==> config.mk <==
export PLATFORM = sky130hd
export DESIGN_NAME = lrs_core
export DESIGN_NICKNAME = d
export VERILOG_FILES = /design/src/lrs_pkg.sv /design/src/lrs_alu_if.sv /design/src/lrs_alu.sv /design/src/lrs_core.sv
export SDC_FILE = /design/constraint.sdc
export NUM_CORES = 1
export LEC_CHECK = 0
export BUFFER_PORTS_ARGS = -buffer_cell sky130_fd_sc_hd__buf_2
export CORE_MARGIN = 4
export CORE_UTILIZATION = 49
export DETAILED_ROUTE_END_ITERATION = 10
export GPL_ROUTABILITY_DRIVEN = 0
export GPL_TIMING_DRIVEN = 1
export MAX_ROUTING_LAYER = met4
export PLACE_DENSITY_LB_ADDON = 0.2
export SYNTH_ARGS = -nofsm -noshare
export SYNTH_HDL_FRONTEND = slang
export SYNTH_SLANG_ARGS = --single-unit
==> constraint.sdc <==
create_clock -name i_clk -period 3.04 [get_ports i_clk]
set_input_delay 0.152 -clock i_clk [delete_from_list [all_inputs] [get_ports i_clk]]
set_output_delay 0.152 -clock i_clk [all_outputs]
set_load 0.03 [all_outputs]
==> src/lrs_pkg.sv <==
// Purpose: constants and types for the return/rotate/subtract execution datapath
// Assumes: 8-bit core, 7-bit file address, 25 MHz instruction clock
// Notes: opcodes are local encodings of the four instructions
package lrs_pkg;
    localparam int DATA_W = 8;
    localparam int ADDR_W = 7;
    localparam int PC_W   = 15;
    localparam int NIB_W  = 4;
    localparam logic [DATA_W-1:0] ACC_RESET = 8'h00;
    localparam logic [PC_W-1:0]   PC_RESET  = 15'h0000;
    localparam logic              DEST_ACC  = 1'b0;
    localparam logic              DEST_FILE = 1'b1;
    localparam int MSB = DATA_W - 1;

    typedef enum logic [2:0]
    {
        LRS_OP_NONE = 3'h0,
        LRS_OP_RETI = 3'h1,
        LRS_OP_RLC  = 3'h2,
        LRS_OP_RRC  = 3'h3,
        LRS_OP_SUBI = 3'h4
    } lrs_op_t;

    // two-cycle return sequence
    typedef enum logic [0:0]
    {
        LRS_ST_IDLE = 1'b0,
        LRS_ST_RET2 = 1'b1
    } lrs_state_t;
endpackage

==> src/lrs_alu_if.sv <==
`timescale 1ns/1ps
// Purpose: carrier between the sequencer and the arithmetic unit
// Assumes: purely combinational unit
// Notes: one modport per side
interface lrs_alu_if;
    import lrs_pkg::*;
    lrs_op_t           op;
    logic [DATA_W-1:0] operand;
    logic [DATA_W-1:0] acc;
    logic              carry_in;
    logic [DATA_W-1:0] result;
    logic              carry_out;
    logic              half_out;
    logic              zero_out;
    modport seq (output op, output operand, output acc, output carry_in,
                 input result, input carry_out, input half_out, input zero_out);
    modport alu (input op, input operand, input acc, input carry_in,
                 output result, output carry_out, output half_out, output zero_out);
endinterface

==> src/lrs_alu.sv <==
`timescale 1ns/1ps
// Purpose: combinational rotate and subtract unit
// Assumes: operands stable within the cycle
// Notes: for flags it does not own, carry passes carry_in through and half and zero are driven low
module lrs_alu
    import lrs_pkg::*;
(
    lrs_alu_if.alu bus
);
    logic [DATA_W:0]  diff;
    logic [NIB_W:0]   ndiff;

    always_comb
    begin
        diff      = {1'b0, bus.operand} - {1'b0, bus.acc};
        ndiff     = {1'b0, bus.operand[NIB_W-1:0]} - {1'b0, bus.acc[NIB_W-1:0]};
        bus.result    = bus.operand;
        bus.carry_out = bus.carry_in;
        bus.half_out  = 1'b0;
        bus.zero_out  = 1'b0;
        unique case (bus.op)
            LRS_OP_RLC:
            begin
                bus.result    = {bus.operand[MSB-1:0], bus.carry_in};
                bus.carry_out = bus.operand[MSB];
            end
            LRS_OP_RRC:
            begin
                bus.result    = {bus.carry_in, bus.operand[MSB:1]};
                bus.carry_out = bus.operand[0];
            end
            LRS_OP_SUBI:
            begin
                bus.result    = diff[DATA_W-1:0];
                // no borrow means acc <= literal
                bus.carry_out = ~diff[DATA_W];
                bus.half_out  = ~ndiff[NIB_W];
                bus.zero_out  = (diff[DATA_W-1:0] == '0);
            end
            default:
            begin
                bus.result = bus.operand;
            end
        endcase
    end
endmodule // lrs_alu

==> src/lrs_core.sv <==
// Design decisions made here: the register offsets and the address-and-strobe port.
`timescale 1ns/1ps
// Purpose: execution datapath for return-with-immediate, rotates and immediate-minus-accumulator
// Assumes: decode presents one instruction per cycle with i_valid; stack storage is outside
// Notes: o_ready low during the second return cycle; the sequencer must hold new instructions
module lrs_core
    import lrs_pkg::*;
(
    // clock and reset
    input  wire logic              i_clk,
    input  wire logic              i_sys_rst,
    // decoded instruction
    input  wire logic              i_valid,
    input  wire lrs_op_t           i_op,
    input  wire logic [DATA_W-1:0] i_literal,
    input  wire logic [ADDR_W-1:0] i_file_addr,
    input  wire logic              i_dest,
    output logic                   o_ready,
    // file register ports
    output logic [ADDR_W-1:0]      o_file_raddr,
    input  wire logic [DATA_W-1:0] i_file_rdata,
    output logic                   o_file_we,
    output logic [ADDR_W-1:0]      o_file_waddr,
    output logic [DATA_W-1:0]      o_file_wdata,
    // return stack
    output logic                   o_stack_pop,
    input  wire logic [PC_W-1:0]   i_stack_top_entry,
    // architectural state
    output logic [DATA_W-1:0]      o_acc,
    output logic                   o_carry,
    output logic                   o_half_carry_flag,
    output logic                   o_zero,
    output logic                   o_pc_load,
    output logic [PC_W-1:0]        o_pc
);
    typedef struct packed
    {
        lrs_state_t        st;
        logic [DATA_W-1:0] acc;
        logic              carry;
        logic              half;
        logic              zero;
        logic              fwe;
        logic [ADDR_W-1:0] faddr;
        logic [DATA_W-1:0] fdata;
        logic              pop;
        logic              pcld;
        logic [PC_W-1:0]   pc;
    } lrs_core_t;

    lrs_core_t r;
    lrs_core_t next_r;
    lrs_alu_if alu_bus ();
    logic      take;

    lrs_alu u_alu
    (
        .bus (alu_bus.alu)
    );

    assign o_ready      = (r.st == LRS_ST_IDLE);
    assign take         = i_valid && o_ready;
    assign o_file_raddr = i_file_addr;

    always_comb
    begin
        alu_bus.op       = take ? i_op : LRS_OP_NONE;
        alu_bus.operand  = (i_op == LRS_OP_SUBI) ? i_literal : i_file_rdata;
        alu_bus.acc      = r.acc;
        alu_bus.carry_in = r.carry;
    end

    always_comb
    begin
        next_r      = r;
        next_r.fwe  = 1'b0;
        next_r.pop  = 1'b0;
        next_r.pcld = 1'b0;
        unique case (r.st)
            LRS_ST_IDLE:
            begin
                if (take)
                begin
                    unique case (i_op)
                        LRS_OP_RETI:
                        begin
                            // flags untouched; second cycle is the flushed fetch
                            next_r.acc  = i_literal;
                            next_r.pop  = 1'b1;
                            next_r.pcld = 1'b1;
                            next_r.pc   = i_stack_top_entry;
                            next_r.st   = LRS_ST_RET2;
                        end
                        LRS_OP_RLC, LRS_OP_RRC:
                        begin
                            next_r.carry = alu_bus.carry_out;
                            if (i_dest == DEST_FILE)
                            begin
                                next_r.fwe   = 1'b1;
                                next_r.faddr = i_file_addr;
                                next_r.fdata = alu_bus.result;
                            end
                            else
                            begin
                                next_r.acc = alu_bus.result;
                            end
                        end
                        LRS_OP_SUBI:
                        begin
                            next_r.acc   = alu_bus.result;
                            next_r.carry = alu_bus.carry_out;
                            next_r.half  = alu_bus.half_out;
                            next_r.zero  = alu_bus.zero_out;
                        end
                        default:
                        begin
                            next_r.st = LRS_ST_IDLE;
                        end
                    endcase
                end
            end
            LRS_ST_RET2:
            begin
                next_r.st = LRS_ST_IDLE;
            end
        endcase
    end

    always_ff @(posedge i_clk)
    begin
        if (i_sys_rst)
        begin
            r       <= '0;
            r.st    <= LRS_ST_IDLE;
            r.acc   <= ACC_RESET;
            r.pc    <= PC_RESET;
        end
        else
        begin
            r <= next_r;
        end
    end

    assign o_acc             = r.acc;
    assign o_carry           = r.carry;
    assign o_half_carry_flag = r.half;
    assign o_zero            = r.zero;
    assign o_file_we         = r.fwe;
    assign o_file_waddr      = r.faddr;
    assign o_file_wdata      = r.fdata;
    assign o_stack_pop       = r.pop;
    assign o_pc_load         = r.pcld;
    assign o_pc              = r.pc;

    property p_ret_acc;
        @(posedge i_clk) disable iff (i_sys_rst)
        (take && i_op == LRS_OP_RETI) |=> (o_acc == $past(i_literal));
    endproperty
    a_ret_acc: assert property (p_ret_acc) else $error("return acc wrong");

    property p_ret_pc;
        @(posedge i_clk) disable iff (i_sys_rst)
        (take && i_op == LRS_OP_RETI)
            |=> (o_stack_pop && o_pc_load && o_pc == $past(i_stack_top_entry));
    endproperty
    a_ret_pc: assert property (p_ret_pc) else $error("return pc wrong");

    property p_ret_two;
        @(posedge i_clk) disable iff (i_sys_rst)
        // flags compared across the accepting edge, where a slip would show
        (take && i_op == LRS_OP_RETI) |=> (!o_ready ##1 o_ready)
            and ($stable(o_carry) && $stable(o_zero) && $stable(o_half_carry_flag));
    endproperty
    a_ret_two: assert property (p_ret_two) else $error("return timing or flags");

    property p_rlc;
        @(posedge i_clk) disable iff (i_sys_rst)
        (take && i_op == LRS_OP_RLC && i_dest == DEST_FILE)
            |=> (o_file_wdata == {$past(i_file_rdata[MSB-1:0]), $past(o_carry)}
                 && o_carry == $past(i_file_rdata[MSB]));
    endproperty
    a_rlc: assert property (p_rlc) else $error("rotate left wrong");

    property p_rrc;
        @(posedge i_clk) disable iff (i_sys_rst)
        (take && i_op == LRS_OP_RRC && i_dest == DEST_ACC)
            |=> (o_acc == {$past(o_carry), $past(i_file_rdata[MSB:1])}
                 && o_carry == $past(i_file_rdata[0]));
    endproperty
    a_rrc: assert property (p_rrc) else $error("rotate right wrong");

    property p_dest;
        @(posedge i_clk) disable iff (i_sys_rst)
        (take && (i_op == LRS_OP_RLC || i_op == LRS_OP_RRC))
            |=> (o_file_we == ($past(i_dest) == DEST_FILE))
                && (!o_file_we || o_file_waddr == $past(i_file_addr))
                && (o_file_we || $stable(o_file_wdata));
    endproperty
    a_dest: assert property (p_dest) else $error("rotate destination wrong");

    property p_rot_flags;
        @(posedge i_clk) disable iff (i_sys_rst)
        (take && (i_op == LRS_OP_RLC || i_op == LRS_OP_RRC))
            |=> ($stable(o_zero) && $stable(o_half_carry_flag) && o_ready);
    endproperty
    a_rot_flags: assert property (p_rot_flags) else $error("rotate touched flags");

    property p_sub;
        @(posedge i_clk) disable iff (i_sys_rst)
        (take && i_op == LRS_OP_SUBI)
            |=> (o_acc == DATA_W'($past(i_literal) - $past(o_acc)))
                && (o_carry == ($past(o_acc) <= $past(i_literal)))
                && (o_half_carry_flag ==
                    ($past(o_acc[NIB_W-1:0]) <= $past(i_literal[NIB_W-1:0])))
                && (o_zero == (o_acc == '0)) && o_ready;
    endproperty
    a_sub: assert property (p_sub) else $error("subtract result or flags");

    c_ret:  cover property (@(posedge i_clk) take && i_op == LRS_OP_RETI);
    c_rot:  cover property (@(posedge i_clk) take && i_op == LRS_OP_RLC && i_dest);
    c_subz: cover property (@(posedge i_clk) take && i_op == LRS_OP_SUBI ##1 o_zero);
endmodule // lrs_core

### Word-level counts from Yosys, hierarchy flattened

Cells that the tools add are included.

* bits in registers: 45
* bits in latches: 0
* memory bits (writable): 0
* memory bits (read-only): 0
* input port bits: 45
* output and inout port bits: 52
* memories kept: 0

* add/subtract/negate cells: 2
* multiply operators: 0
* divide/modulo/power cells: 0
* $lt $le $gt $ge: 0
* equal/unequal tests: 8
* shift-type cells: 0
* mux-type cells: 16
* bitwise logic cells: 5
* reduce and logical (&&, ||, !) cells: 13

Operators with widths (number)
* one-hot mux 8 bit (3 select lines): 2
* 2-to-1 mux 45 bit: 1
* 2-to-1 mux 16 bit: 2
* 2-to-1 mux 17 bit: 1
* 2-to-1 mux 8 bit: 2
* == test 3 x 2 -> 1 bit, second input constant: 4
* AND reduction 4 bit: 3
* subtractor 8 x 8 -> 9 bit: 1
* zero test 8 bit: 1
* == test 3 bit, second input constant: 2
* AND reduction 3 bit: 2
* nonzero test 3 bit: 2
* OR reduction 3 bit: 2
* inverter 1 bit: 5
* subtractor 4 x 4 -> 5 bit: 1
* 2-to-1 mux 1 bit: 4
* OR reduction 4 bit: 1
* == test 3 x 1 -> 1 bit, second input constant: 1
* 2-to-1 mux 3 bit: 1
* one-hot mux 1 bit (3 select lines): 1
* 2-to-1 mux 2 bit: 1
* inequality test 2 bit, second input constant: 1
* one-hot mux 1 bit (2 select lines): 1
* OR reduction 2 bit: 1
* logical AND 1 bit: 1

### Depth between registers and ports, before layout

Gate-level depths: netlist of the first run.

* depth in word-level cells: 9
* mapped depth: 14
* mapped depth without buffers: 10

### Hierarchy

From an unflattened synthesis of the first run, not the netlist that was laid out.

* cells, all modules: 335
* area, all modules: 2665.1 um^2

By module, submodules not included
* lrs_core: times used 1, cells an instance 226, area each 1933.1 um^2, seq. area each 860.8 um^2
* lrs_alu: times used 1, cells an instance 109, area each 732.0 um^2, seq. area each 0.0 um^2

### Least setup slack after synthesis of the first run

No wires, ideal clock.

* path kind: input to register
* start point: input i_op[0]
* end point: register o_acc[3] (netlist name)
* library setup time: 70 ps
* arrival time: 2611 ps
* data required time: 2970 ps
* path slack: 359 ps
* stages on the path: 12
* path buffers: 2
* cell sequence: buf_6 or3b_1 buf_6 mux2i_1 inv_2 ha_1 nor2b_1 o21a_1 o211a_1 o31a_1 or3_1 a21oi_1

* word-level cells in the longest chain between the ends: 6

Ends and longest elaborated chain
* start, declared: line lrs_core.sv:14 `input wire lrs_op_t i_op,`
* == test 3 bit: line lrs_core.sv:68, lrs_core.sv:84
* 2-to-1 mux 8 bit: line lrs_core.sv:68 `alu_bus.operand = (i_op == LRS_OP_SUBI) ? i_literal : i_file_rdata;`
* subtractor 8 x 8 -> 9 bit: line lrs_alu.sv:15 `diff = {1'b0, bus.operand} - {1'b0, bus.acc};`
* one-hot mux 8 bit (3 select lines): line lrs_alu.sv:21 `unique case (bus.op)`
* 2-to-1 mux 8 bit: line lrs_core.sv:97 `if (i_dest == DEST_FILE)`
* one-hot mux 8 bit (3 select lines): line lrs_core.sv:84 `unique case (i_op)`

Several ways; a longest one is shown, not always the timed one. The select of a mux whose other input is x is not followed.
A chain may end at the register's enable or synchronous reset.

### Worst setup path in the final report of the first run

* start point: input i_op[0]
* end point: register r (netlist bit o_zero)

* word-level cells in the longest chain between the ends: 5

Ends and longest elaborated chain
* == test 3 bit: line lrs_core.sv:68, lrs_core.sv:84
* 2-to-1 mux 8 bit: line lrs_core.sv:68
* subtractor 8 x 8 -> 9 bit: line lrs_alu.sv:15
* zero test 8 bit: line lrs_alu.sv:38 `bus.zero_out = (diff[DATA_W-1:0] == '0);`
* 2-to-1 mux 1 bit: line lrs_alu.sv:21
* end signal, assigned: line lrs_core.sv:140 `r <= next_r;`
* end, declared: line lrs_core.sv:51 `lrs_core_t r;`

Several ways; a longest one is shown, not always the timed one.

==> out/results.txt, run 1 <==
Status - complete, no violations
Cts hold-fix bufs - 0
Via count - 2596
Period utilization - 0.890
Layout area overhead - 21.8%
Core area - 4790 um2
Most frequent CP cell - nand2b_1
Most used DFF post-synth - dfxtp_1
WL/cell - 15.2 um
Clock Skews - 14.2 ps
Post-route ant nets - 0
Port Buf Inserts - 96
Max Slew Vio Count - 0
Final Hold Violating Endpoints - 0
Yosys warnings - 0
H-tree levels - 2
Area after DPL - 2910 um2
Vias in the first global route - 2453
Met1 WL - 2.98 mm
Global route overflow - 0
Fillers - 463
Element type at the critical path start - input port
Die ar. - 6220 um2
Pwr dens - 434 nW/um2
Max cap viols - 0
Placed insts - 461
CP arrival - 2940 ps
Crit Path Category - in -> reg
Max FO, Critical Path - 16
Root Buffer - clkbuf_8
Critical path required time - 3280 ps
Share of layout cells above drive strength 1 - 0.291
Post-layout net count - 456
Max IR drop VDD - 0.000403 V
CTS tree - done
Met2 Wirelength - 3.26 mm
Die Y - 78.9 um
Final setup viols - 0
Fmax achieved - 0.370 GHz
Post-Syn Area - 2460 um2
Worst-Margin Slew - 831 ps
Setup TNS - 0 ps
DRT Pass-1 Iters - 5
Post-synth EDFFs - 0
Syn Area/Cell - 7.69 um2
Yosys reg bits - 43
# IOs - 97
PostCTS Resize Cnt - 0
CTS buffer count - 5
Ant diodes - 0
Asr flop ratio synth - 0
Yosys cell types - 51
HP Class - in -> reg
DRC viols - 0
Hold_ws - 89.6 ps
Worst slew margin - 0.443
Met3 Wirelength - 729 um
Starting DRT DRC Count - 209
Endpoint class of the critical path - flop
Worst-Skew Late Latency - 300 ps
CP max stage delay - 510 ps
Layout Cells excl Fill - 469
Total track usage - 0.236
Finished Core Util - 0.626
CTS clk-pin slew, worst paths - 80 ps
Vias per cell - 5.54
Syn Nets - 375
Clk buf depth - 2
Post-route cell area - 3000 um2
Maximum number of pins on one net before global-route repair - 33
Row Count - 25
Synth Instances - 320
RSZ-0062 raised after global routing - false
Setup bufs post-CTS - 0
Top Layer Used - met4
Drt total wl - 7.12 mm
First-pass GRT wire length - 11.5 mm
Slowest CP cell - nor3b_2
Pleak - 0.00137 uW
Initial antenna violation count - 0
Initial core utilization - 0.514
Die X - 78.9 um
Tmin final - 2710 ps
Crit path buffers/inverters - 2
Clock tree sinks - 43
Cell Chain, Critical Path - buf_2 -> buf_4 -> nor3b_2 -> mux2i_1 -> ha_1 -> fa_1 -> nand2b_1 -> nand2b_1 -> a21oi_1 -> xnor2_1 -> nor4_1 -> a31o_1
DP HPWL - 5.38 mm
Sequential share of the synthesized area - 0.350
Cell family with most CP delay - simple AND/OR/NAND/NOR gates
[path summary, 6_finish.rpt]
path | from | to | slack (ps) | depth (start not counted)
min | i_stack_top_entry[9] | o_pc[9]$_SDFFE_PP0P_ | 90 | 3
max reg2reg | o_acc[1]$_SDFFE_PP0P_ | o_zero$_SDFFE_PP0P_ | 780 | 8
min reg2reg | o_pc[10]$_SDFFE_PP0P_ | o_pc[10]$_SDFFE_PP0P_ | 450 | 2
max | i_op[0] | o_zero$_SDFFE_PP0P_ | 330 | 12
[area by class of cell]
| class | count | area [um2] | share of cell area |
|---|---|---|---|
| clock inverter | 2 | 12.5 | 0.00418 |
| multi-input combinational | 237 | 1390 | 0.465 |
| inverter | 11 | 41.3 | 0.0138 |
| clock buffer | 6 | 72.6 | 0.0242 |
| timing repair buffer | 103 | 533 | 0.178 |
| tap | 67 | 83.8 | 0.0280 |
| sequential | 43 | 861 | 0.287 |
[cell usage in the layout, fill, tap and decap left out, types with 6 or more instances in the layout]
cell / n
a211oi_1: 6
a21oi_1: 38
buf_2: 96
buf_4: 7
dfxtp_1: 43
ha_1: 9
inv_1: 10
mux2i_1: 8
nand2_1: 72
nand2b_1: 6
nor2_1: 25
o211ai_1: 6
o21ai_1: 6
[power by group]
part	internal, uW	switching (uW)	leakage, uW
registers	581	12.0	0.000349
logic	125	220	0.000977
clock network	161	202	0.0000412
[tightest hold or removal path: cells and delay by family]
kind,cells,cell delay (ps)
buffers and inverters,1,90
AO/OA/AOI/OAI,1,50
AND/OR/NAND/NOR,1,40
[cell families after synthesis]
group	synth area share
simple gates	0.230
compound gates	0.219
flops	0.350
buf+inv	0.0839
mux	0.0417
fa+ha+maj	0.0539
xor+xnor	0.0214
[synth_stat cells (3+ instances only)]
| cell type | instances | area [um2] |
|---|---|---|
| a211oi_1 | 6 | 45.0 |
| a21oi_1 | 38 | 190 |
| a311oi_1 | 5 | 43.8 |
| a31oi_1 | 3 | 18.8 |
| and3_1 | 3 | 18.8 |
| buf_2 | 6 | 30.0 |
| buf_4 | 9 | 67.6 |
| clkbuf_1 | 12 | 45.0 |
| dfxtp_1 | 43 | 861 |
| ha_1 | 9 | 113 |
| inv_1 | 10 | 37.5 |
| mux2i_1 | 8 | 80.1 |
| nand2_1 | 72 | 270 |
| nand2b_1 | 6 | 37.5 |
| nor2_1 | 25 | 93.8 |
| nor2b_1 | 5 | 31.3 |
| nor3_1 | 3 | 15.0 |
| o211ai_1 | 6 | 45.0 |
| o21ai_1 | 6 | 30.0 |
| xnor2_1 | 3 | 26.3 |
| xor2_1 | 3 | 26.3 |
[per-layer routing]
layer / up-vias / global-route usage
met5: - / -
met4: 0 / 0.0790
met3: 16 / 0.0646
met2: 143 / 0.369
met1: 1182 / 0.296
li1: 1255 / -
[through the flow]
step           setup slack [ps]  power, uW
2_1_floorplan               359        845
3_3_place_gp                222        940
3_5_place_dp               76.3        945
4_1_cts                     384       1300
5_1_grt                   0.269       1360
6_report                    335       1300
[flip-flops by register name, summed over array words and instances, names as in the netlist]
name / cells
o_carry: 1
o_stack_pop: 1
o_zero: 1
o_file_wdata: 8
o_file_waddr: 7
o_file_we: 1
o_half_carry_flag: 1
o_acc: 8
o_pc: 15
Note: power is estimated with default switching activity, not from simulation.
==> run 2: changes to the inputs <==
CELL_PAD_IN_SITES_DETAIL_PLACEMENT = 1   (was not set)
CELL_PAD_IN_SITES_GLOBAL_PLACEMENT = 2   (was not set)
CORE_UTILIZATION = 26   (was 49)
TNS_END_PERCENT = 5   (was not set)
==> run 2 against run 1 <==
Net effect:
- fmax is 3.9% higher
- clock skew shrank 8.4 ps
- cell count increased by 14%
- critical path depth stayed put
- total power rose by 3.3%
- die area is 78% higher
- flip-flop and latch count is the same
- worst setup slack gained 100 ps
- sequential share of layout area fell by 0.93 points
- via count is 1.8% lower
- worst hold slack got worse by 14 ps
- largest power group unchanged
==> out/results.txt, run 2 (synthesized netlist as in run 1, its figures left out) <==
Tmin final - 2600 ps (-102 ps)
Final Hold Violating Endpoints - 0 (unchanged)
Worst slew margin - 0.452 (+0.00966)
Clock tree sinks - 43 (unchanged)
Pleak - 0.00138 uW (+0.67%)
Max cap viols - 0 (unchanged)
Initial core utilization - 0.266 (-0.248)
Drt total wl - 8.70 mm (+22%)
Post-layout net count - 458 (+0.44%)
CP arrival - 2860 ps (-80 ps)
CTS clk-pin slew, worst paths - 90 ps (about the same)
DP HPWL - 6.72 mm (+25%)
Max IR drop VDD - 0.000169 V (-58%)
Slack of the worst reg-to-reg path - 790 ps (about the same)
Root Buffer - clkbuf_8
Element type at the critical path start - input port
HP Class - in -> reg
Row Count - 35 (+40%)
Ant diodes - 0 (unchanged)
Core area - 9240 um2 (+93%)
Leading cell types in the layout, fill and taps excluded - buf_2 (96), nand2_1 (72), dfxtp_1 (43), a21oi_1 (38), nor2_1 (25)
Hold EP - o_pc[2]$_SDFFE_PP0P_
Hold_ws - 75.4 ps (-14.2 ps)
H-tree levels - 2 (unchanged)
R2r worst-path depth - 8 (unchanged)
Reg2reg start - o_acc[1]$_SDFFE_PP0P_
Max Slew Vio Count - 0 (unchanged)
Share of layout cells above drive strength 1 - 0.297 (+0.00598)
Pwr dens - 434 nW/um2 (about the same)
Commonest non-fill, non-tap cell in the layout - buf_2
Initial antenna violation count - 0 (unchanged)
Total track usage - 0.159 (-0.0766)
Critical path required time - 3290 ps (about the same)
Die Y - 105 um (+34%)
Slowest CP cell - mux2i_1
Post-route ant nets - 0 (unchanged)
Cts hold-fix bufs - 0 (unchanged)
Die X - 105 um (+34%)
Overall Power - 1340 uW (+3.3%)
Setup bufs post-CTS - 0 (unchanged)
Max reg flops - 15 (unchanged)
Clk buf depth - 2 (unchanged)
Port Buf Inserts - 96 (unchanged)
DRC viols - 0 (unchanged)
Worst hold start - i_stack_top_entry[2]
CTS buffer count - 5 (unchanged)
Finished Core Util - 0.335 (-0.291)
CP max stage delay - 370 ps (-140 ps)
Global route overflow - 0 (unchanged)
Setup TNS - 0 ps (unchanged)
Fmax achieved - 0.384 GHz (+3.9%)
DRT Pass-1 Iters - 4 (-1)
First-pass GRT wire length - 13.8 mm (+20%)
Max FO, Critical Path - 16 (unchanged)
Clock Skews - 5.79 ps (-8.39 ps)
Cell Chain, Critical Path - buf_2 -> buf_4 -> nor3b_2 -> mux2i_1 -> ha_1 -> fa_1 -> nand2b_1 -> nand2b_1 -> a21oi_1 -> xnor2_1 -> nor4_1 -> a31o_1
Layout area overhead - 25.9%
Hold depth - 3 (unchanged)
Cell family with most CP delay - simple AND/OR/NAND/NOR gates
Vias per cell - 4.78 (-14%)
Crit Path Category - in -> reg
Worst-Margin Slew - 816 ps (-14.4 ps)
Final setup viols - 0 (unchanged)
Vias in the first global route - 2599 (+6.0%)
Period utilization - 0.856 (-0.0337)
Most frequent CP cell - nand2b_1
# IOs - 97 (unchanged)
Via count - 2548 (-1.8%)
RSZ-0062 raised after global routing - false
Worst-Skew Late Latency - 300 ps (about the same)
Starting DRT DRC Count - 138 (-34%)
Crit path buffers/inverters - 2 (unchanged)
WL/cell - 16.3 um (+7.4%)
Maximum number of pins on one net before global-route repair - 26 (-21%)
Status - complete, no violations
Endpoint class of the critical path - flop
Reg-to-Reg End - o_zero$_SDFFE_PP0P_
Die ar. - 11100 um2 (+78%)
Area after DPL - 3000 um2 (+3.2%)
PostCTS Resize Cnt - 0 (unchanged)
CTS tree - done
Post-route cell area - 3100 um2 (+3.3%)
==> run 2: changes by cell type in the layout (fill, tap and decap cells not counted) <==
cell and change:
clkinv_2 -1, clkinvlp_4 +1, buf_4 +2, clkbuf_1 -1
inv_6 +1
==> run 2: how the worst max path moves through the flow <==
stage,from,end,slack (ps),cells past startpoint
global route,i_op[0],o_zero$_SDFFE_PP0P_,270,12
CTS,i_op[0],o_zero$_SDFFE_PP0P_,510,12
finish,i_op[0],o_zero$_SDFFE_PP0P_,440,12
global placement,i_op[0],o_zero$_SDFFE_PP0P_,280,12
floorplan,i_op[0],o_acc[3]$_SDFFE_PP0P_,360,12
detailed placement,i_op[0],o_acc[6]$_SDFFE_PP0P_,210,12
==> run 2: area by class of cell <==
cell class | instances | area [um2]
Fill cell | 1166 | 6140
Multi-Input combinational cell | 237 | 1390
Sequential cell | 43 | 861
Timing Repair Buffer | 105 | 548
Tap cell | 129 | 161
Clock buffer | 5 | 68.8
Inverter | 11 | 41.3
Clock inverter | 3 | 23.8
==> run 2: report_power, final <==
part	internal [uW]	switching, uW	total, uW
Clock	165	233	398
Sequential	582	12.0	594
Combinational	126	226	352
Total	872	472	1340
==> run 2: worst min-delay path, stage by stage <==
cell and delay (ps):
buf_2 90, nand2_1 40, a21oi_1 50
==> run 2: metrics by stage <==
stage          cells  setup WS [ps]
6_report         533            437
5_1_grt          533            273
4_1_cts          533            511
3_5_place_dp     525            207
3_3_place_gp     525            279
2_1_floorplan    320            359
==> run 2: metal layers <==
layer,global-route usage,up-vias,part of all wire
met1,0.210,1215,0.47
met3,0.0306,8,0.049
met5,-,-,0
li1,-,1264,-
met4,0.0291,0,0.0078
met2,0.256,61,0.47
==> run 3: changes to the inputs <==
CORE_UTILIZATION = 28   (was 26)
RECOVER_POWER = 25   (was not set)
clock period = 3.4 ns   (was 3.04 ns; I/O delays follow)
==> run 3 against run 2 <==
Net effect:
- combinational power fell by 12%
- largest cell class unchanged
- non-clock buffer count down 4
- sequential share of layout area up 0.82 points
- global-route usage rose by 1.4 points
- critical endpoint is now o_acc[3]$_SDFFE_PP0P_
- routed wire length down 0.21%
- sequential power is 11% lower
- clock-buffer cell count unchanged
- clock power shrank 11%
- core utilization rose by 2.4 points
- via count shrank 2.4%
- die area shrank 6.6%
==> out/results.txt, run 3 (synthesized netlist as in run 1, its figures left out) <==
Maximum number of pins on one net before global-route repair - 24 (-7.7%)
Die X - 102 um (-3.4%)
Crit Path Category - in -> reg
Worst-Skew Late Latency - 310 ps (about the same)
Die Y - 102 um (-3.4%)
First-pass GRT wire length - 13.5 mm (-2.4%)
Max IR drop VDD - 0.000168 V (-0.74%)
Commonest non-fill, non-tap cell in the layout - buf_2
Combinational share of power - 0.259 (-0.003)
Global route overflow - 0 (unchanged)
Setup bufs post-CTS - 0 (unchanged)
Max reg flops - 15 (unchanged)
Period utilization - 0.768
Setup TNS - 0 ps (unchanged)
Hold_ws - 85.6 ps (+10.2 ps)
Reg-to-Reg End - o_acc[3]$_SDFFE_PP0P_
Worst hold start - i_stack_top_entry[5]
Leading cell types in the layout, fill and taps excluded - buf_2 (73), nand2_1 (72), dfxtp_1 (43), a21oi_1 (38), nor2_1 (25)
Cts hold-fix bufs - 0 (unchanged)
Total track usage - 0.173 (+0.0142)
Status - complete, no violations
CTS clk-pin slew, worst paths - 100 ps (about the same)
Tmin final - 2610 ps
Clock tree sinks - 43 (unchanged)
R2r worst-path depth - 8 (unchanged)
Max Slew Vio Count - 0 (unchanged)
FF+latch area - 861 um2 (unchanged)
Finished Core Util - 0.359 (+0.0237)
Vias per cell - 4.92 (+3.0%)
Final Hold Violating Endpoints - 0 (unchanged)
Worst slew margin - 0.423 (-0.0296)
Sequential share of power - 0.443 (about the same)
Core area - 8380 um2 (-9.3%)
Initial core utilization - 0.293 (+0.0273)
PostCTS Resize Cnt - 0 (unchanged)
Share of layout cells above drive strength 1 - 0.233 (-0.0645)
Starting DRT DRC Count - 70 (-49%)
Sw Share - 0.353 (+0.00191)
DP HPWL - 6.65 mm (-0.99%)
Max FO, Critical Path - 17 (+1)
Endpoint class of the critical path - flop
Via count - 2486 (-2.4%)
DRT Pass-1 Iters - 4 (unchanged)
Element type at the critical path start - input port
Ant diodes - 0 (unchanged)
Worst Setup SP - i_op[0]
Max cap viols - 0 (unchanged)
Clock Skews - 12.6 ps (+6.84 ps)
H-tree levels - 2 (unchanged)
Hold EP - o_pc[5]$_SDFFE_PP0P_
Die ar. - 10300 um2 (-6.6%)
Worst-Margin Slew - 860 ps (+44.0 ps)
Fillers - 1072 (-8.1%)
Port Buf Inserts - 96 (unchanged)
Drt total wl - 8.68 mm (-0.21%)
Slack of the worst reg-to-reg path - 1150 ps (+360 ps)
Post-route ant nets - 0 (unchanged)
Fmax achieved - 0.383 GHz
HP Class - in -> reg
Worst setup margin - 789 ps (+351 ps)
Critical path required time - 3640 ps (+350 ps)
Row Count - 33 (-5.7%)
DRC viols - 0 (unchanged)
WL/cell - 17.2 um (+5.3%)
Multi-input gate area - 1390 um2 (unchanged)
# IOs - 97 (unchanged)
Clock share of power - 0.297 (about the same)
CTS buffer count - 5 (unchanged)
CP max stage delay - 440 ps (+70 ps)
Vias in the first global route - 2535 (-2.5%)
CTS tree - done
Layout area overhead - 22.3%
CP arrival - 2850 ps (about the same)
Pleak - 0.00127 uW (-7.7%)
Cell Chain, Critical Path - buf_2 -> or3b_1 -> mux2i_1 -> inv_2 -> ha_1 -> nor2b_1 -> o21a_1 -> o211a_1 -> o31a_1 -> or3_1 -> a21oi_1
NetSw - 423 uW (-10%)
Clk buf depth - 2 (unchanged)
Root Buffer - clkbuf_8
Setup WS pre-CTS - 489 ps (+283 ps)
Pwr dens - 398 nW/um2 (-8.2%)
Final setup viols - 0 (unchanged)
Reg2reg start - o_acc[1]$_SDFFE_PP0P_
Initial antenna violation count - 0 (unchanged)
Post-layout net count - 454 (-0.87%)
Slowest CP cell - or3b_1
Hold depth - 3 (unchanged)
RSZ-0062 raised after global routing - false
Pint - 775 uW (-11%)
[run 3: layout make-up]
class / count / area share
clock inverter: 3 / 0.00790
multi-input combinational: 237 / 0.463
tap: 105 / 0.0437
sequential: 43 / 0.286
inverter: 11 / 0.0137
timing repair buffer: 101 / 0.163
clock buffer: 5 / 0.0229
[run 3: stage by stage]
stage | cells | total power, uW | area, um2
after floorplan | 320 | 755 | 2460
after global placement | 497 | 854 | 2940
after detailed placement | 497 | 856 | 2940
after CTS | 505 | 1220 | 3040
after global routing | 505 | 1260 | 3010
final | 505 | 1200 | 3010
[run 3: critical path: cells and delay by family]
kind	cells	cell delay [ps]
AOI/OAI and AO/OA	4	900
buffers and inverters	2	290
adders and majority gates	1	270
muxes	1	290
and+or+nand+nor	3	930
[run 3: power groups by stage]
stage	Sequential [uW]	Combinational [uW]	Clock [uW]
after floorplan	574	181	0
after global placement	542	311	0
after detailed placement	543	313	0
after CTS	531	315	370
after global routing	534	342	386
final	531	311	356
[run 3: how the worst max path moves through the flow]
stage / end / slack (ps) / cells after the start
floorplan: o_acc[3]$_SDFFE_PP0P_ / 700 / 12
global placement: o_acc[3]$_SDFFE_PP0P_ / 550 / 11
detailed placement: o_acc[3]$_SDFFE_PP0P_ / 490 / 11
CTS: o_acc[3]$_SDFFE_PP0P_ / 800 / 11
global route: o_acc[6]$_SDFFE_PP0P_ / 580 / 12
finish: o_acc[3]$_SDFFE_PP0P_ / 790 / 11
[run 3: metal layers]
metal	wire, um	part of all wire	vias up	GRT usage
met4	92	0.011	0	0.0399
met1	4110	0.47	1153	0.233
met3	481	0.055	6	0.0282
met5	0	0	-	-
li1	-	-	1255	-
met2	4000	0.46	72	0.273
